`config.mk`:
```
export PLATFORM = sky130hd
export DESIGN_NAME = lbx_core
export DESIGN_NICKNAME = d
export VERILOG_FILES = /design/src/rtl/lbx_pkg.sv /design/src/rtl/lbx_core.sv
export VERILOG_INCLUDE_DIRS = /design/src /design/src/rtl
export SDC_FILE = /design/constraint.sdc
export NUM_CORES = 1
export LEC_CHECK = 0
export BUFFER_PORTS_ARGS = -buffer_cell sky130_fd_sc_hd__clkbuf_2
export CAP_MARGIN = 20
export CORE_ASPECT_RATIO = 2
export CORE_MARGIN = 8
export CORE_UTILIZATION = 55
export CTS_BUF_LIST = sky130_fd_sc_hd__clkbuf_4
export DETAILED_ROUTE_END_ITERATION = 6
export GPL_TIMING_DRIVEN = 1
export HOLD_SLACK_MARGIN = 0.06
export PLACE_DENSITY_LB_ADDON = 0.12
export SYNTH_ARGS = -nofsm -noshare
export SYNTH_HDL_FRONTEND = slang
export SYNTH_SLANG_ARGS = --single-unit
```
`constraint.sdc`:
```
create_clock -name clk_i -period 7 [get_ports clk_i]
set_input_delay 1.4 -clock clk_i [delete_from_list [all_inputs] [get_ports clk_i]]
set_output_delay 1.4 -clock clk_i [all_outputs]
set_load 0.05 [all_outputs]
```
`src/rtl/lbx_params.svh`:
```
// constants for the logic/branch/bit execution slice
// assumes inclusion by the package, the core module, the checker and the bench
`ifndef LBX_PARAMS_SVH
`define LBX_PARAMS_SVH
// opcode encodings carried on the decode port
`define LBX_OP_NOP 5'h00
`define LBX_OP_AND_MEM 5'h01
`define LBX_OP_AND_IMM 5'h02
`define LBX_OP_ADD_PROD 5'h03
`define LBX_OP_MASK_MEM 5'h04
`define LBX_OP_JUMP 5'h05
`define LBX_OP_JUMP_ACC 5'h06
`define LBX_OP_LOOP_AUX 5'h07
`define LBX_OP_JUMP_FSET 5'h08
`define LBX_OP_JUMP_FCLR 5'h09
`define LBX_OP_JUMP_CARRY 5'h0a
`define LBX_OP_COND_JUMP 5'h0b
`define LBX_OP_JUMP_NONNEG 5'h0c
`define LBX_OP_JUMP_POS 5'h0d
`define LBX_OP_JUMP_PIN_LOW 5'h0e
`define LBX_OP_BIT_TEST 5'h0f
`define LBX_OP_PROBE_IDX 5'h10
// cond_jump condition mask bit positions
`define LBX_CND_ZERO 0
`define LBX_CND_NONZERO 1
`define LBX_CND_NEG 2
`define LBX_CND_POS 3
`define LBX_CND_CARRY 4
`define LBX_CND_NOCARRY 5
`define LBX_CND_FSET 6
`define LBX_CND_FCLR 7
`define LBX_CND_PIN_LOW 8
// aux update modes
`define LBX_AUX_NONE 2'h0
`define LBX_AUX_INC 2'h1
`define LBX_AUX_DEC 2'h2
// widths and field limits
`define LBX_LOW_W 16
`define LBX_OLD_AUX_W 9
`define LBX_BIT_IDX_W 4
// delayed branch runs two words before the transfer
`define LBX_DELAY_WORDS 2'h2
// register word offsets on the wishbone port
`define LBX_REG_ACC 4'h0
`define LBX_REG_MASK 4'h1
`define LBX_REG_STAT 4'h2
`define LBX_REG_AUXP 4'h3
`define LBX_REG_AUX 4'h4
// product shift amounts per mode
`define LBX_PM_SHL1 1
`define LBX_PM_SHL4 4
`define LBX_PM_SHR6 6
// pin synchroniser idle value, pin high
`define LBX_PIN_IDLE 2'h3
// reset values
`define LBX_ACC_RST 32'h0000_0000
`define LBX_PC_RST 16'h0000
`endif

```
`src/rtl/lbx_pkg.sv`:
```
// types for the logic/branch/bit execution slice
// assumes lbx_params.svh is on the include path
`include "lbx_params.svh"
package lbx_pkg;
  // decoded instruction from fetch/decode
  typedef struct packed {
    logic [4:0] op;
    logic [15:0] imm;
    logic [3:0] shift;
    logic use_imm;
    logic delayed;
    logic [1:0] aux_mode;
    logic aux_ptr_load;
    logic [2:0] aux_ptr_next;
    logic [8:0] cond_mask;
    logic [3:0] bit_code;
    logic legacy_aux;
    logic use_second_mult;
  } lbx_instr_s;
  typedef enum logic [1:0] {
    LBX_IDLE = 2'b00,
    LBX_MEM_RD = 2'b01,
    LBX_MEM_WR = 2'b10
  } lbx_state_e;
endpackage : lbx_pkg

```
`src/rtl/lbx_core.sv`:
```
// execution slice: and, add-product, mask-memory, branches, bit tests
// assumes one decoded instruction per accepted strobe, a data memory
// that shows read data while dmem_rd_o stands, and wishbone for regs;
// external_branch_input_i is asynchronous and synchronised here
`timescale 1ns/100ps
`default_nettype none
`include "lbx_params.svh"
// Notes on behaviour
// [RQ1] memory and: and word with low acc, upper acc cleared
// [RQ2] immediate and: shift constant first, zeros elsewhere
// [RQ3] immediate and with shift: result lands in accumulator
// [RQ4] add product: shift product by mode bits, add to accumulator
// [RQ5] mask memory: word and mask-register or constant, written back
// [RQ6] mask memory: flag set when written result zero, else cleared
// [RQ7] jump: go to target, apply aux register and pointer update
// [RQ8] delayed forms run two more words before transfer
// [RQ9] jump via accumulator takes low 16 accumulator bits
// [RQ10] aux loop: test aux nonzero, 9 bits on legacy form
// [RQ11] aux loop: decrement aux by default, else given update
// [RQ12] jump on flag set only when flag is one
// [RQ13] jump on flag clear only when flag is zero
// [RQ14] jump on carry only when carry is one
// [RQ15] conditional jump: all selected conditions must hold
// [RQ16] nonneg jump on acc >= 0, positive jump on acc > 0
// [RQ17] pin jump when external input low, held low by outside
// [RQ18] bit test copies selected memory bit into test flag
// [RQ19] indexed test uses low 4 multiplicand bits, or second one
// [RQ20] failed condition: fall through, aux update still applied
module lbx_core
  import lbx_pkg::*;
#(
  parameter int AUX_COUNT = 8
) (
  // clock, reset, enable
  input wire logic clk_i,
  input wire logic rst_i,
  input wire logic ce_i,
  // decoded instruction
  input wire logic instr_valid_i,
  input wire lbx_instr_s instr_i,
  input wire logic [15:0] next_pc_i,
  output logic busy_o,
  // program flow
  output logic jump_o,
  output logic [15:0] jump_addr_o,
  // data memory
  output logic dmem_rd_o,
  output logic dmem_wr_o,
  output logic [15:0] dmem_wdata_o,
  input wire logic [15:0] dmem_rdata_i,
  // core state inputs
  input wire logic [31:0] product_i,
  input wire logic [15:0] mult_i,
  input wire logic [15:0] second_mult_i,
  input wire logic carry_i,
  input wire logic external_branch_input_i,
  // wishbone slave
  input wire logic wb_cyc_i,
  input wire logic wb_stb_i,
  input wire logic wb_we_i,
  input wire logic [3:0] wb_adr_i,
  input wire logic [3:0] wb_sel_i,
  input wire logic [31:0] wb_dat_i,
  output logic [31:0] wb_dat_o,
  output logic wb_ack_o,
  // observed state
  output logic [31:0] acc_o,
  output logic test_flag_o
);
  // width of the aux index
  localparam int AW = $clog2(AUX_COUNT);
  // register offsets (word index)
  localparam logic [3:0] A_ACC = `LBX_REG_ACC;
  localparam logic [3:0] A_MASK = `LBX_REG_MASK;
  localparam logic [3:0] A_STAT = `LBX_REG_STAT;
  localparam logic [3:0] A_AUXP = `LBX_REG_AUXP;
  localparam logic [3:0] A_AUX = `LBX_REG_AUX;

  // architectural state of the slice
  logic [31:0] acc_reg;
  logic [15:0] dynamic_mask_reg;
  logic [15:0] aux_pointer_reg [AUX_COUNT];
  logic [2:0] aux_select_ptr;
  logic [1:0] product_shift_mode;
  logic test_flag;
  logic [15:0] status_word_one;
  // memory sequencer and delayed jump bookkeeping
  lbx_state_e state_reg;
  lbx_instr_s hold_reg;
  logic [1:0] delay_cnt_reg;
  logic [15:0] pend_addr_reg;
  // pin synchroniser, idle high
  logic [1:0] sync_pin;
  logic pin_low;

  // external pin passes two flops
  always_ff @(posedge clk_i) begin
    if (rst_i) begin
      sync_pin <= `LBX_PIN_IDLE;
    end else if (ce_i) begin
      sync_pin <= {sync_pin[0], external_branch_input_i};
    end
  end
  // only the second stage is read; the first may be metastable
  assign pin_low = ~sync_pin[1];

  // product shift per mode bits
  // mode 3 shifts right keeping the sign, modes 1 and 2 shift left, mode 0 passes the product unshifted
  function automatic logic [31:0] prod_shift(input logic [31:0] p, input logic [1:0] m);
    case (m)
      2'h1: prod_shift = p << `LBX_PM_SHL1;
      2'h2: prod_shift = p << `LBX_PM_SHL4;
      2'h3: prod_shift = 32'($signed(p) >>> `LBX_PM_SHR6);
      default: prod_shift = p;
    endcase
  endfunction : prod_shift

  // selected bit, bit code counts from msb
  // code 0 picks bit 15, code 15 picks bit 0
  function automatic logic pick_bit(input logic [15:0] w, input logic [3:0] code);
    pick_bit = w[4'hf - code];
  endfunction : pick_bit

  // decode helpers shared by several processes
  logic [15:0] cur_aux;
  logic aux_nz;
  logic cond_ok;
  logic acc_zero;
  logic [31:0] imm_sh;
  logic [8:0] cm;
  // aux register that the pointer selects
  assign cur_aux = aux_pointer_reg[aux_select_ptr[AW-1:0]];
  assign acc_zero = (acc_reg == 32'h0);
  assign cm = instr_i.cond_mask;
  // [RQ2] constant shifted, zeros around
  assign imm_sh = {16'h0, instr_i.imm} << instr_i.shift;
  // [RQ10] legacy form tests only 9 low bits
  assign aux_nz = instr_i.legacy_aux ? (cur_aux[`LBX_OLD_AUX_W-1:0] != 9'h0)
                                     : (cur_aux != 16'h0);

  // branch condition
  always_comb begin
    case (instr_i.op)
      `LBX_OP_JUMP, `LBX_OP_JUMP_ACC: cond_ok = 1'b1;
      `LBX_OP_LOOP_AUX: cond_ok = aux_nz;
      // [RQ12] flag set
      `LBX_OP_JUMP_FSET: cond_ok = test_flag;
      // [RQ13] flag clear
      `LBX_OP_JUMP_FCLR: cond_ok = ~test_flag;
      // [RQ14] carry set
      `LBX_OP_JUMP_CARRY: cond_ok = carry_i;
      // [RQ16] sign tests
      `LBX_OP_JUMP_NONNEG: cond_ok = ~acc_reg[31];
      `LBX_OP_JUMP_POS: cond_ok = ~acc_reg[31] & ~acc_zero;
      // [RQ17] pin held low
      `LBX_OP_JUMP_PIN_LOW: cond_ok = pin_low;
      // [RQ15] every selected condition
      `LBX_OP_COND_JUMP: cond_ok =
        (~cm[`LBX_CND_ZERO] | acc_zero) & (~cm[`LBX_CND_NONZERO] | ~acc_zero) &
        (~cm[`LBX_CND_NEG] | acc_reg[31]) &
        (~cm[`LBX_CND_POS] | (~acc_reg[31] & ~acc_zero)) &
        (~cm[`LBX_CND_CARRY] | carry_i) & (~cm[`LBX_CND_NOCARRY] | ~carry_i) &
        (~cm[`LBX_CND_FSET] | test_flag) & (~cm[`LBX_CND_FCLR] | ~test_flag) &
        (~cm[`LBX_CND_PIN_LOW] | pin_low);
      default: cond_ok = 1'b0;
    endcase
  end

  // instruction class and acceptance
  logic is_branch;
  logic is_mem;
  logic go;
  assign is_branch = (instr_i.op >= `LBX_OP_JUMP) && (instr_i.op <= `LBX_OP_JUMP_PIN_LOW);
  assign is_mem = (instr_i.op == `LBX_OP_AND_MEM) || (instr_i.op == `LBX_OP_MASK_MEM) ||
                  (instr_i.op == `LBX_OP_BIT_TEST) || (instr_i.op == `LBX_OP_PROBE_IDX);
  // an instruction is taken only while the sequencer is idle
  assign go = ce_i && instr_valid_i && (state_reg == LBX_IDLE);

  // one hit per request: the standing ack blocks a second
  logic wb_hit;
  assign wb_hit = wb_cyc_i && wb_stb_i && !wb_ack_o;

  // memory access sequencer
  always_ff @(posedge clk_i) begin
    if (rst_i) begin
      state_reg <= LBX_IDLE;
      hold_reg <= '0;
      dmem_rd_o <= 1'b0;
      dmem_wr_o <= 1'b0;
      dmem_wdata_o <= 16'h0;
    end else if (ce_i) begin
      dmem_rd_o <= 1'b0;
      dmem_wr_o <= 1'b0;
      case (state_reg)
        LBX_IDLE: begin
          if (go && is_mem) begin
            hold_reg <= instr_i;
            dmem_rd_o <= 1'b1;
            state_reg <= LBX_MEM_RD;
          end
        end
        // read data stands now; and and bit tests finish here
        LBX_MEM_RD: begin
          if (hold_reg.op == `LBX_OP_MASK_MEM) begin
            // [RQ5] and with mask or constant, write back
            dmem_wdata_o <= dmem_rdata_i & (hold_reg.use_imm ? hold_reg.imm : dynamic_mask_reg);
            dmem_wr_o <= 1'b1;
            state_reg <= LBX_MEM_WR;
          end else begin
            state_reg <= LBX_IDLE;
          end
        end
        // write pulse is out, back to idle
        LBX_MEM_WR: state_reg <= LBX_IDLE;
        default: state_reg <= LBX_IDLE;
      endcase
    end
  end

  // accumulator
  // a software write wins over an instruction in the same cycle
  always_ff @(posedge clk_i) begin
    if (rst_i) begin
      acc_reg <= `LBX_ACC_RST;
    end else if (ce_i) begin
      if (wb_hit && wb_we_i && wb_adr_i == A_ACC && wb_sel_i == 4'hf) begin
        acc_reg <= wb_dat_i;
      end else if (go && instr_i.op == `LBX_OP_AND_IMM) begin
        // [RQ3] shifted constant and accumulator
        acc_reg <= acc_reg & imm_sh;
      end else if (go && instr_i.op == `LBX_OP_ADD_PROD) begin
        // [RQ4] shifted product added
        acc_reg <= acc_reg + prod_shift(product_i, product_shift_mode);
      end else if (state_reg == LBX_MEM_RD && hold_reg.op == `LBX_OP_AND_MEM) begin
        // [RQ1] upper half forced to zero
        acc_reg <= {16'h0, acc_reg[15:0] & dmem_rdata_i};
      end
    end
  end

  // test flag
  // hardware updates win over a software write
  always_ff @(posedge clk_i) begin
    if (rst_i) begin
      test_flag <= 1'b0;
    end else if (ce_i) begin
      if (state_reg == LBX_MEM_RD && hold_reg.op == `LBX_OP_MASK_MEM) begin
        // [RQ6] flag from written result
        test_flag <= ((dmem_rdata_i & (hold_reg.use_imm ? hold_reg.imm : dynamic_mask_reg))
                      == 16'h0);
      end else if (state_reg == LBX_MEM_RD && hold_reg.op == `LBX_OP_BIT_TEST) begin
        // [RQ18] coded bit to flag
        test_flag <= pick_bit(dmem_rdata_i, hold_reg.bit_code);
      end else if (state_reg == LBX_MEM_RD && hold_reg.op == `LBX_OP_PROBE_IDX) begin
        // [RQ19] index from multiplicand low bits
        test_flag <= pick_bit(dmem_rdata_i, hold_reg.use_second_mult ?
                              second_mult_i[`LBX_BIT_IDX_W-1:0] : mult_i[`LBX_BIT_IDX_W-1:0]);
      end else if (wb_hit && wb_we_i && wb_adr_i == A_STAT && wb_sel_i[0]) begin
        test_flag <= wb_dat_i[0];
      end
    end
  end
  // status word: pointer on top, mode bits, flag at bit 0
  assign status_word_one = {aux_select_ptr, 10'h0, product_shift_mode, test_flag};

  // aux registers and pointer
  // a branch update wins over a software write in the same cycle
  always_ff @(posedge clk_i) begin
    if (rst_i) begin
      for (int i = 0; i < AUX_COUNT; i++) begin
        aux_pointer_reg[i] <= 16'h0;
      end
      aux_select_ptr <= 3'h0;
      product_shift_mode <= 2'h0;
      dynamic_mask_reg <= 16'h0;
    end else if (ce_i) begin
      if (go && is_branch) begin
        // [RQ7] [RQ20] update applied taken or not
        if (instr_i.op == `LBX_OP_LOOP_AUX && instr_i.aux_mode == `LBX_AUX_NONE) begin
          // [RQ11] default decrement
          aux_pointer_reg[aux_select_ptr[AW-1:0]] <= cur_aux - 16'h1;
        end else if (instr_i.aux_mode == `LBX_AUX_INC) begin
          aux_pointer_reg[aux_select_ptr[AW-1:0]] <= cur_aux + 16'h1;
        end else if (instr_i.aux_mode == `LBX_AUX_DEC) begin
          aux_pointer_reg[aux_select_ptr[AW-1:0]] <= cur_aux - 16'h1;
        end
        if (instr_i.aux_ptr_load) begin
          aux_select_ptr <= instr_i.aux_ptr_next;
        end
      end else if (wb_hit && wb_we_i) begin
        case (wb_adr_i)
          A_MASK: dynamic_mask_reg <= wb_dat_i[15:0];
          A_STAT: product_shift_mode <= wb_dat_i[2:1];
          A_AUXP: aux_select_ptr <= wb_dat_i[2:0];
          A_AUX: aux_pointer_reg[aux_select_ptr[AW-1:0]] <= wb_dat_i[15:0];
          default: ;
        endcase
      end
    end
  end

  // branch issue with optional two-word delay
  // slot words are counted only while valid, so stalls are safe
  always_ff @(posedge clk_i) begin
    if (rst_i) begin
      jump_o <= 1'b0;
      jump_addr_o <= `LBX_PC_RST;
      delay_cnt_reg <= 2'h0;
      pend_addr_reg <= `LBX_PC_RST;
    end else if (ce_i) begin
      jump_o <= 1'b0;
      if (delay_cnt_reg != 2'h0 && instr_valid_i) begin
        // [RQ8] count the two slot words
        delay_cnt_reg <= delay_cnt_reg - 2'h1;
        if (delay_cnt_reg == 2'h1) begin
          jump_o <= 1'b1;
          jump_addr_o <= pend_addr_reg;
        end
      end
      if (go && is_branch && cond_ok) begin
        // taken jump: target now or after the slot words
        // [RQ9] low accumulator half as target
        pend_addr_reg <= (instr_i.op == `LBX_OP_JUMP_ACC) ? acc_reg[15:0] : instr_i.imm;
        if (instr_i.delayed) begin
          // [RQ8] transfer after two words
          delay_cnt_reg <= `LBX_DELAY_WORDS;
        end else begin
          jump_o <= 1'b1;
          jump_addr_o <= (instr_i.op == `LBX_OP_JUMP_ACC) ? acc_reg[15:0] : instr_i.imm;
        end
      end
    end
  end

  // wishbone answer, one cycle
  // read data reflects the state before this edge
  always_ff @(posedge clk_i) begin
    if (rst_i) begin
      wb_ack_o <= 1'b0;
      wb_dat_o <= 32'h0;
    end else if (ce_i) begin
      wb_ack_o <= wb_hit;
      // unmapped offsets read as zero
      if (wb_hit) begin
        case (wb_adr_i)
          A_ACC: wb_dat_o <= acc_reg;
          A_MASK: wb_dat_o <= {16'h0, dynamic_mask_reg};
          A_STAT: wb_dat_o <= {16'h0, status_word_one};
          A_AUXP: wb_dat_o <= {29'h0, aux_select_ptr};
          A_AUX: wb_dat_o <= {16'h0, cur_aux};
          default: wb_dat_o <= 32'h0;
        endcase
      end
    end
  end

  // mirrored state outputs
  // mirrors lag the internal state by one cycle
  always_ff @(posedge clk_i) begin
    if (rst_i) begin
      acc_o <= `LBX_ACC_RST;
      test_flag_o <= 1'b0;
      busy_o <= 1'b0;
    end else if (ce_i) begin
      acc_o <= acc_reg;
      test_flag_o <= test_flag;
      // busy over the read cycle and, for mask ops, the write
      busy_o <= go ? is_mem : (state_reg == LBX_MEM_RD && hold_reg.op == `LBX_OP_MASK_MEM);
    end
  end
  // the next sequential address is not needed by this slice
  logic unused_ok;
  assign unused_ok = ^next_pc_i;
endmodule : lbx_core
`default_nettype wire

```
==> flow_summary.ini, run 1 <==
[placed_design]
place_inst = 2613
place.gp.congestion = 0.983
post_dp_cell_area_sq_um = 20800
pre_cts_slack_ns = 1.61
dp_hpwl_um = 47200
io_buffers = 254

[die]
fp-row-count = 97
fp.dieH_um = 280
core_area_sq_um = 34700
start_util_pct = 55.3
die-width_um = 148
die_area_sq_um = 41500
pin_count = 295

[synth]
yosysUniqueCellTypes = 79
synth_nets = 2239
ys_seq_elements = 336
synth-seq-area-share_pct = 41.7
synthCells = 2010
yosys_warnings = 0
synth_edf_count = 128
synth_top_flop_cell = dfxtp_1
syn-cell-area_sq_um = 19200
synthArstFlopShare_pct = 0
syn_avg_cell_area_sq_um = 9.55

[finish]
finish.instance_area_sq_um = 21800
final_layout_size_suffix_gt1_share_pct = 25.0
largest_reg_flops = 128
area_growth_pct = 13.4
fin_nets = 2477
layoutNonFillerInstCount = 2754

[sta]
fin_crit_ns = 4.89
setup_violations = 0
clock.fmax_ghz = 0.204
clock_skew_ns = 0.0391
fin_ws_ns = 2.11
finalCritPeriodShare_pct = 69.9
grt_setup_unrepaired = no
worstMarginPinSlew_ns = 1.08
relSlewSlack_pct = 27.8
tns_ns = 0
finalMaxSlewViolations = 0
final_hold_viol_count = 0

[clock_tree]
cts-hold-fix-buffers = 0
htreeDepth = 3
clkTransAtPathRegs_ns = 0.07
clk_latency_ns = 0.78
numCtsBuffers = 78
cts.sinks = 336
post_cts_buffers = 0
cts_tree = built
cts-root-buf = clkbuf_4
cts_resized = 0
clockBufferDepth = 3

[grt]
antenna_found_initial = 5
met3_usage_pct = 7.59
grt_pass1_wl_um = 97100
grt_max_degree = 81
grt_use_met1_pct = 39.1
track_usage_pct = 30.4
overflow = 0
met2_usage_pct = 47.9
busiest_layer = met2
grt_pass1_vias = 16400

[outcome]
violations = design-rule violations
outcome = finished, violations left

[worst_hold_path]
hp-class = reg2reg
hold_depth = 2

[power]
leakagePower_nw = 8.52
powerDensity_nw_per_um2 = 191
ir_drop_v = 0.000131

[setup_path]
cp-endpoint = acc_reg[26]
critical_path_class = reg2reg
worst_ep_arrival_time_ns = 5.50
crit_fanout = 30
r2r_slack_ns = 2.11
crit_start = product_shift_mode[1]
cp.required_ns = 7.60
rr_worst_depth = 13
startpoint_type = flop
r2r_end = acc_reg[26]
r2r_start = product_shift_mode[1]
end_kind = flop

[drt]
dr.pass1.iters = 7
drtAntennaViolNets = 0
routedWlPerCell_um = 23.5
vias_per_cell = 6.30
remaining_drc_errors = 1
drt-initial-drc-count = 1562
routed_wl_um = 64800
num_vias = 17300

[flow_run]
drv_cap = 0
==> through the flow <==
step	power, mW	utilization [%]	hold slack [ns]
2_1_floorplan	2.42	-	0.438
3_5_place_dp	2.61	59.8	0.446
5_1_grt	4.31	62.7	0.464
6_report	4.16	62.7	0.452
4_1_cts	4.18	62.7	0.455
3_3_place_gp	2.60	59.8	0.440
==> synthesized netlist by cell type, drive strengths merged (12+ instances only) <==
cell	number	area, sq um
a22oi	30	225
mux2	47	529
a31oi	12	75.1
nand4	13	81.3
buf	33	195
nor3	42	221
nor4	19	134
nor2b	13	81.3
nand3	55	275
mux4	74	1670
a21oi	142	711
nand2b	13	81.3
o211ai	13	97.6
xnor2	30	263
clkbuf	99	372
ha	35	438
nand2	201	754
mux2i	139	1420
nor2	352	1320
xor2	13	114
inv	24	90.1
edfxtp	128	3840
a211oi	27	268
dfxtp	208	4160
o21ai	78	394
==> per-layer routing <==
| layer | vias up | share of wire [%] |
|---|---|---|
| li1 | 7921 | - |
| met2 | 981 | 46 |
| met4 | 4 | 3.8 |
| met3 | 175 | 10 |
| met1 | 8260 | 39 |
| met5 | - | 0.037 |
==> worst min path at each step <==
stage / start / endpoint / slack [ns]
global placement: wb_dat_o[26] / wb_dat_o[26] / 0.44
finish: wb_dat_o[17] / wb_dat_o[17] / 0.45
detailed placement: wb_dat_o[18] / wb_dat_o[18] / 0.45
CTS: wb_dat_o[18] / wb_dat_o[18] / 0.46
global route: wb_dat_o[30] / wb_dat_o[30] / 0.46
floorplan: sync_pin[0] / sync_pin[1] / 0.44
==> worst max-delay path, cell delays in order (launching register included) <==
cell and delay [ns]:
dfxtp_1 0.64, buf_4 0.44, a21oi_1 0.13, mux2i_1 0.28
ha_1 0.34, a21o_1 0.20, a221oi_1 0.57, o211ai_1 0.26
a311oi_1 0.68, a31oi_1 0.32, nand3_1 0.15, a21boi_0 0.10
o311ai_0 0.44, a31oi_1 0.14
==> cell usage in the layout, fill, tap and decap left out, types with 14 or more instances in the layout <==
master / count
clkbuf_2: 252
buf_4: 36
xnor2_1: 30
mux4_2: 74
inv_1: 24
nor4_1: 18
dfxtp_1: 205
clkbuf_4: 117
ha_1: 35
nand3_1: 55
edfxtp_1: 128
mux2i_1: 136
nand2_1: 201
a22oi_1: 30
a211oi_1: 14
mux2_2: 47
o21ai_0: 67
nor3_1: 38
a21oi_1: 142
nor2_1: 351
==> power breakdown <==
part | switching, mW | internal (mW) | leakage, nW
Combinational | 0.313 | 0.176 | 4.93
Sequential | 0.0245 | 2.06 | 3.00
Clock | 0.816 | 0.772 | 0.599
==> kinds of logic (layout without fill, tap and decap cells) <==
logic type | after synthesis | count (layout) | synth area share, %
multiplexers | 260 | 260 | 18.8
other | 0 | 2 | 0
XOR/XNOR | 43 | 43 | 1.96
flip-flops | 336 | 336 | 41.7
AND/OR/NAND/NOR | 774 | 774 | 18.0
AO/OA/AOI/OAI | 405 | 405 | 13.7
adder cells (fa/ha/maj) | 36 | 36 | 2.39
buffers and inverters | 156 | 453 | 3.42
==> final cells by class <==
type,instances,area (sq um)
Fill cell,3104,12900
Antenna cell,2,5.00
Timing Repair Buffer,290,1550
Inverter,24,90.1
Tap cell,445,557
Multi-Input combinational cell,1518,10600
Clock buffer,117,878
Clock inverter,22,108
Sequential cell,336,8010
Note: power is estimated with default switching activity, not from simulation.
==> run 2, diff against run 1 <==
ABC_AREA = 1   (was unset)
clock period = 4.7 ns   (was 7 ns; I/O delays follow)
==> flow_summary.ini, run 2 <==
[synth]
synth_edf_count = 128
synth-seq-area-share_pct = 38.9
yosysUniqueCellTypes = 61
synth_nets = 3252
yosys-top-cells-count = nand2_1, a21oi_1, nor2_1
synthCells = 3023
syn_avg_cell_area_sq_um = 6.80
synth_top_area_share_pct = 20.2
synthArstFlopShare_pct = 0
ys_seq_elements = 336
yosys-top-cells-area = dfxtp_1, edfxtp_1, nand2_1
synth_top_cell_by_area = dfxtp_1
syn-cell-area_sq_um = 20600
synth_most_common_cell = nand2_1
yosys_warnings = 0
synth_top_flop_cell = dfxtp_1

[clock_tree]
clkTransAtPathRegs_ns = 0.07
numCtsBuffers = 75
cts_resized = 0
cts.sinks = 336
htreeDepth = 3
cts-root-buf = clkbuf_4
clockBufferDepth = 3
clk_latency_ns = 0.80
cts-hold-fix-buffers = 0
cts_tree = built
post_cts_buffers = 0

[die]
core_area_sq_um = 37000
pin_count = 295
start_util_pct = 55.5
die-width_um = 153
die_area_sq_um = 44200
fp-row-count = 100
fp.dieH_um = 289

[setup_path]
crit_fanout = 25
r2r_start = product_shift_mode[0]
slowest_delay_ns = 0.81
cp.required_ns = 5.41
cp_cell_sequence = nor2_1, inv_1, o21ai_0, ha_1, a21oi_1, inv_1, a21oi_1, o21ai_0, a21oi_1, nand2_1, nand2_1, nand3_1, o211ai_1, nand2_1, a21oi_1
cp_slowest_cell = o21ai_0
end_kind = flop
critical_path_class = reg2reg
worst_ep_arrival_time_ns = 5.06
cpLargestDelayFamily = compound AO/OA/AOI/OAI gates
crit_top_cell = a21oi_1
crit_start = product_shift_mode[0]
startpoint_type = flop
path_buf_inv = 2

[power]
powerDensity_nw_per_um2 = 285
leakagePower_nw = 10.1
power_mw = 6.61
ir_drop_v = 0.000238

[sta]
finalMaxSlewViolations = 0
fin_crit_ns = 4.35
clock_skew_ns = 0.0851
finalCritPeriodShare_pct = 92.6
tns_ns = 0
final_hold_viol_count = 0
timing.hold.ws_ns = 0.369
clock.fmax_ghz = 0.230
grt_setup_unrepaired = no
worstMarginPinSlew_ns = 1.12
relSlewSlack_pct = 25.2
setup_violations = 0

[grt]
track_usage_pct = 42.8
busiest_layer = met2
grt_use_met1_pct = 37.4
antenna_found_initial = 12
grt_pass1_vias = 23000
met2_usage_pct = 74.2
overflow = 0
grt_max_degree = 69
grt_pass1_wl_um = 140000
met3_usage_pct = 12.9

[drt]
vias_per_cell = 6.19
remaining_drc_errors = 0
drt-initial-drc-count = 2061
routed_wl_um = 96700
dr.pass1.iters = 6
drtAntennaViolNets = 0
num_vias = 23400
routedWlPerCell_um = 25.6

[worst_hold_path]
min_from = external_branch_input_i
hp-class = in2reg

[finish]
final_layout_size_suffix_gt1_share_pct = 14.9
postLayoutCoreUtil_pct = 62.5
final_cell_mix = nand2_1, a21oi_1, nor2_1
area_growth_pct = 12.6
mostFrequentLayoutCell = nand2_1
fin_nets = 3478
largest_reg_flops = 128

[placed_design]
io_buffers = 254
place.gp.congestion = 1.06
dp_hpwl_um = 71800

[flow_run]
drv_cap = 0

[outcome]
outcome = finished, final reports clean
==> run 2: layout make-up <==
type                    instances  area [sq um]
well taps                     459           574
inverters                     326          1220
diodes                          9          22.5
repair buffers                303          1640
flip-flops and latches        336          8010
fillers                      3455         13900
multi-input cells            2207         10700
clock buffers                 108           811
clock inverters                28           209
==> run 2: power by group <==
group / internal (mW) / switching [mW] / total [mW]
Combinational: 0.245 / 0.746 / 0.991
Clock: 1.24 / 1.24 / 2.48
Sequential: 3.08 / 0.0484 / 3.13
Total: 4.57 / 2.04 / 6.61
==> run 2: worst paths after layout <==
path,to,slack (ns),depth (start not counted)
max,acc_reg[30],0.35,15
min,sync_pin[0],0.37,3
max reg2reg,acc_reg[30],0.35,15
min reg2reg,pend_addr_reg[4],0.45,2
==> run 2: logic make-up (layout without fill, tap and decap cells) <==
family                     after synthesis  in the layout  synth area share [%]
and+or+nand+nor                       1326           1326                  26.9
AOI/OAI and AO/OA                      829            829                  21.9
buffers and inverters                  480            765                  9.28
DFF                                    336            336                  38.9
adders and majority gates               36             36                  2.23
xor gates and xnor gates                10             10                 0.426
muxes                                    6              6                 0.316
other                                    0              9                     0
==> run 2: routing by layer <==
layer	part of all wire, %	vias up	wire (um)
li1	-	10700	-
met1	29	10600	28500
met2	48	1517	46800
met3	9.4	582	9130
met4	13	6	12300
met5	0.042	-	41
==> run 2: stage by stage <==
step / setup WS [ns] / cells / area (sq um)
detailed placement: 0.588 / 3630 / 22100
finish: 0.349 / 3776 / 23200
global route: 0.0955 / 3770 / 23100
CTS: 0.615 / 3766 / 23100
floorplan: 1.48 / 3023 / 20600
global placement: 0.615 / 3630 / 22100
==> run 2: worst register-to-register path, stage by stage (launching register included) <==
cell      delay, ns
dfxtp_1        0.50
nor2_1         0.59
inv_1          0.47
o21ai_0        0.82
ha_1           0.43
a21oi_1        0.15
inv_1          0.07
a21oi_1        0.33
o21ai_0        0.17
a21oi_1        0.19
nand2_1        0.07
nand2_1        0.06
nand3_1        0.11
o211ai_1       0.13
nand2_1        0.10
a21oi_1        0.13
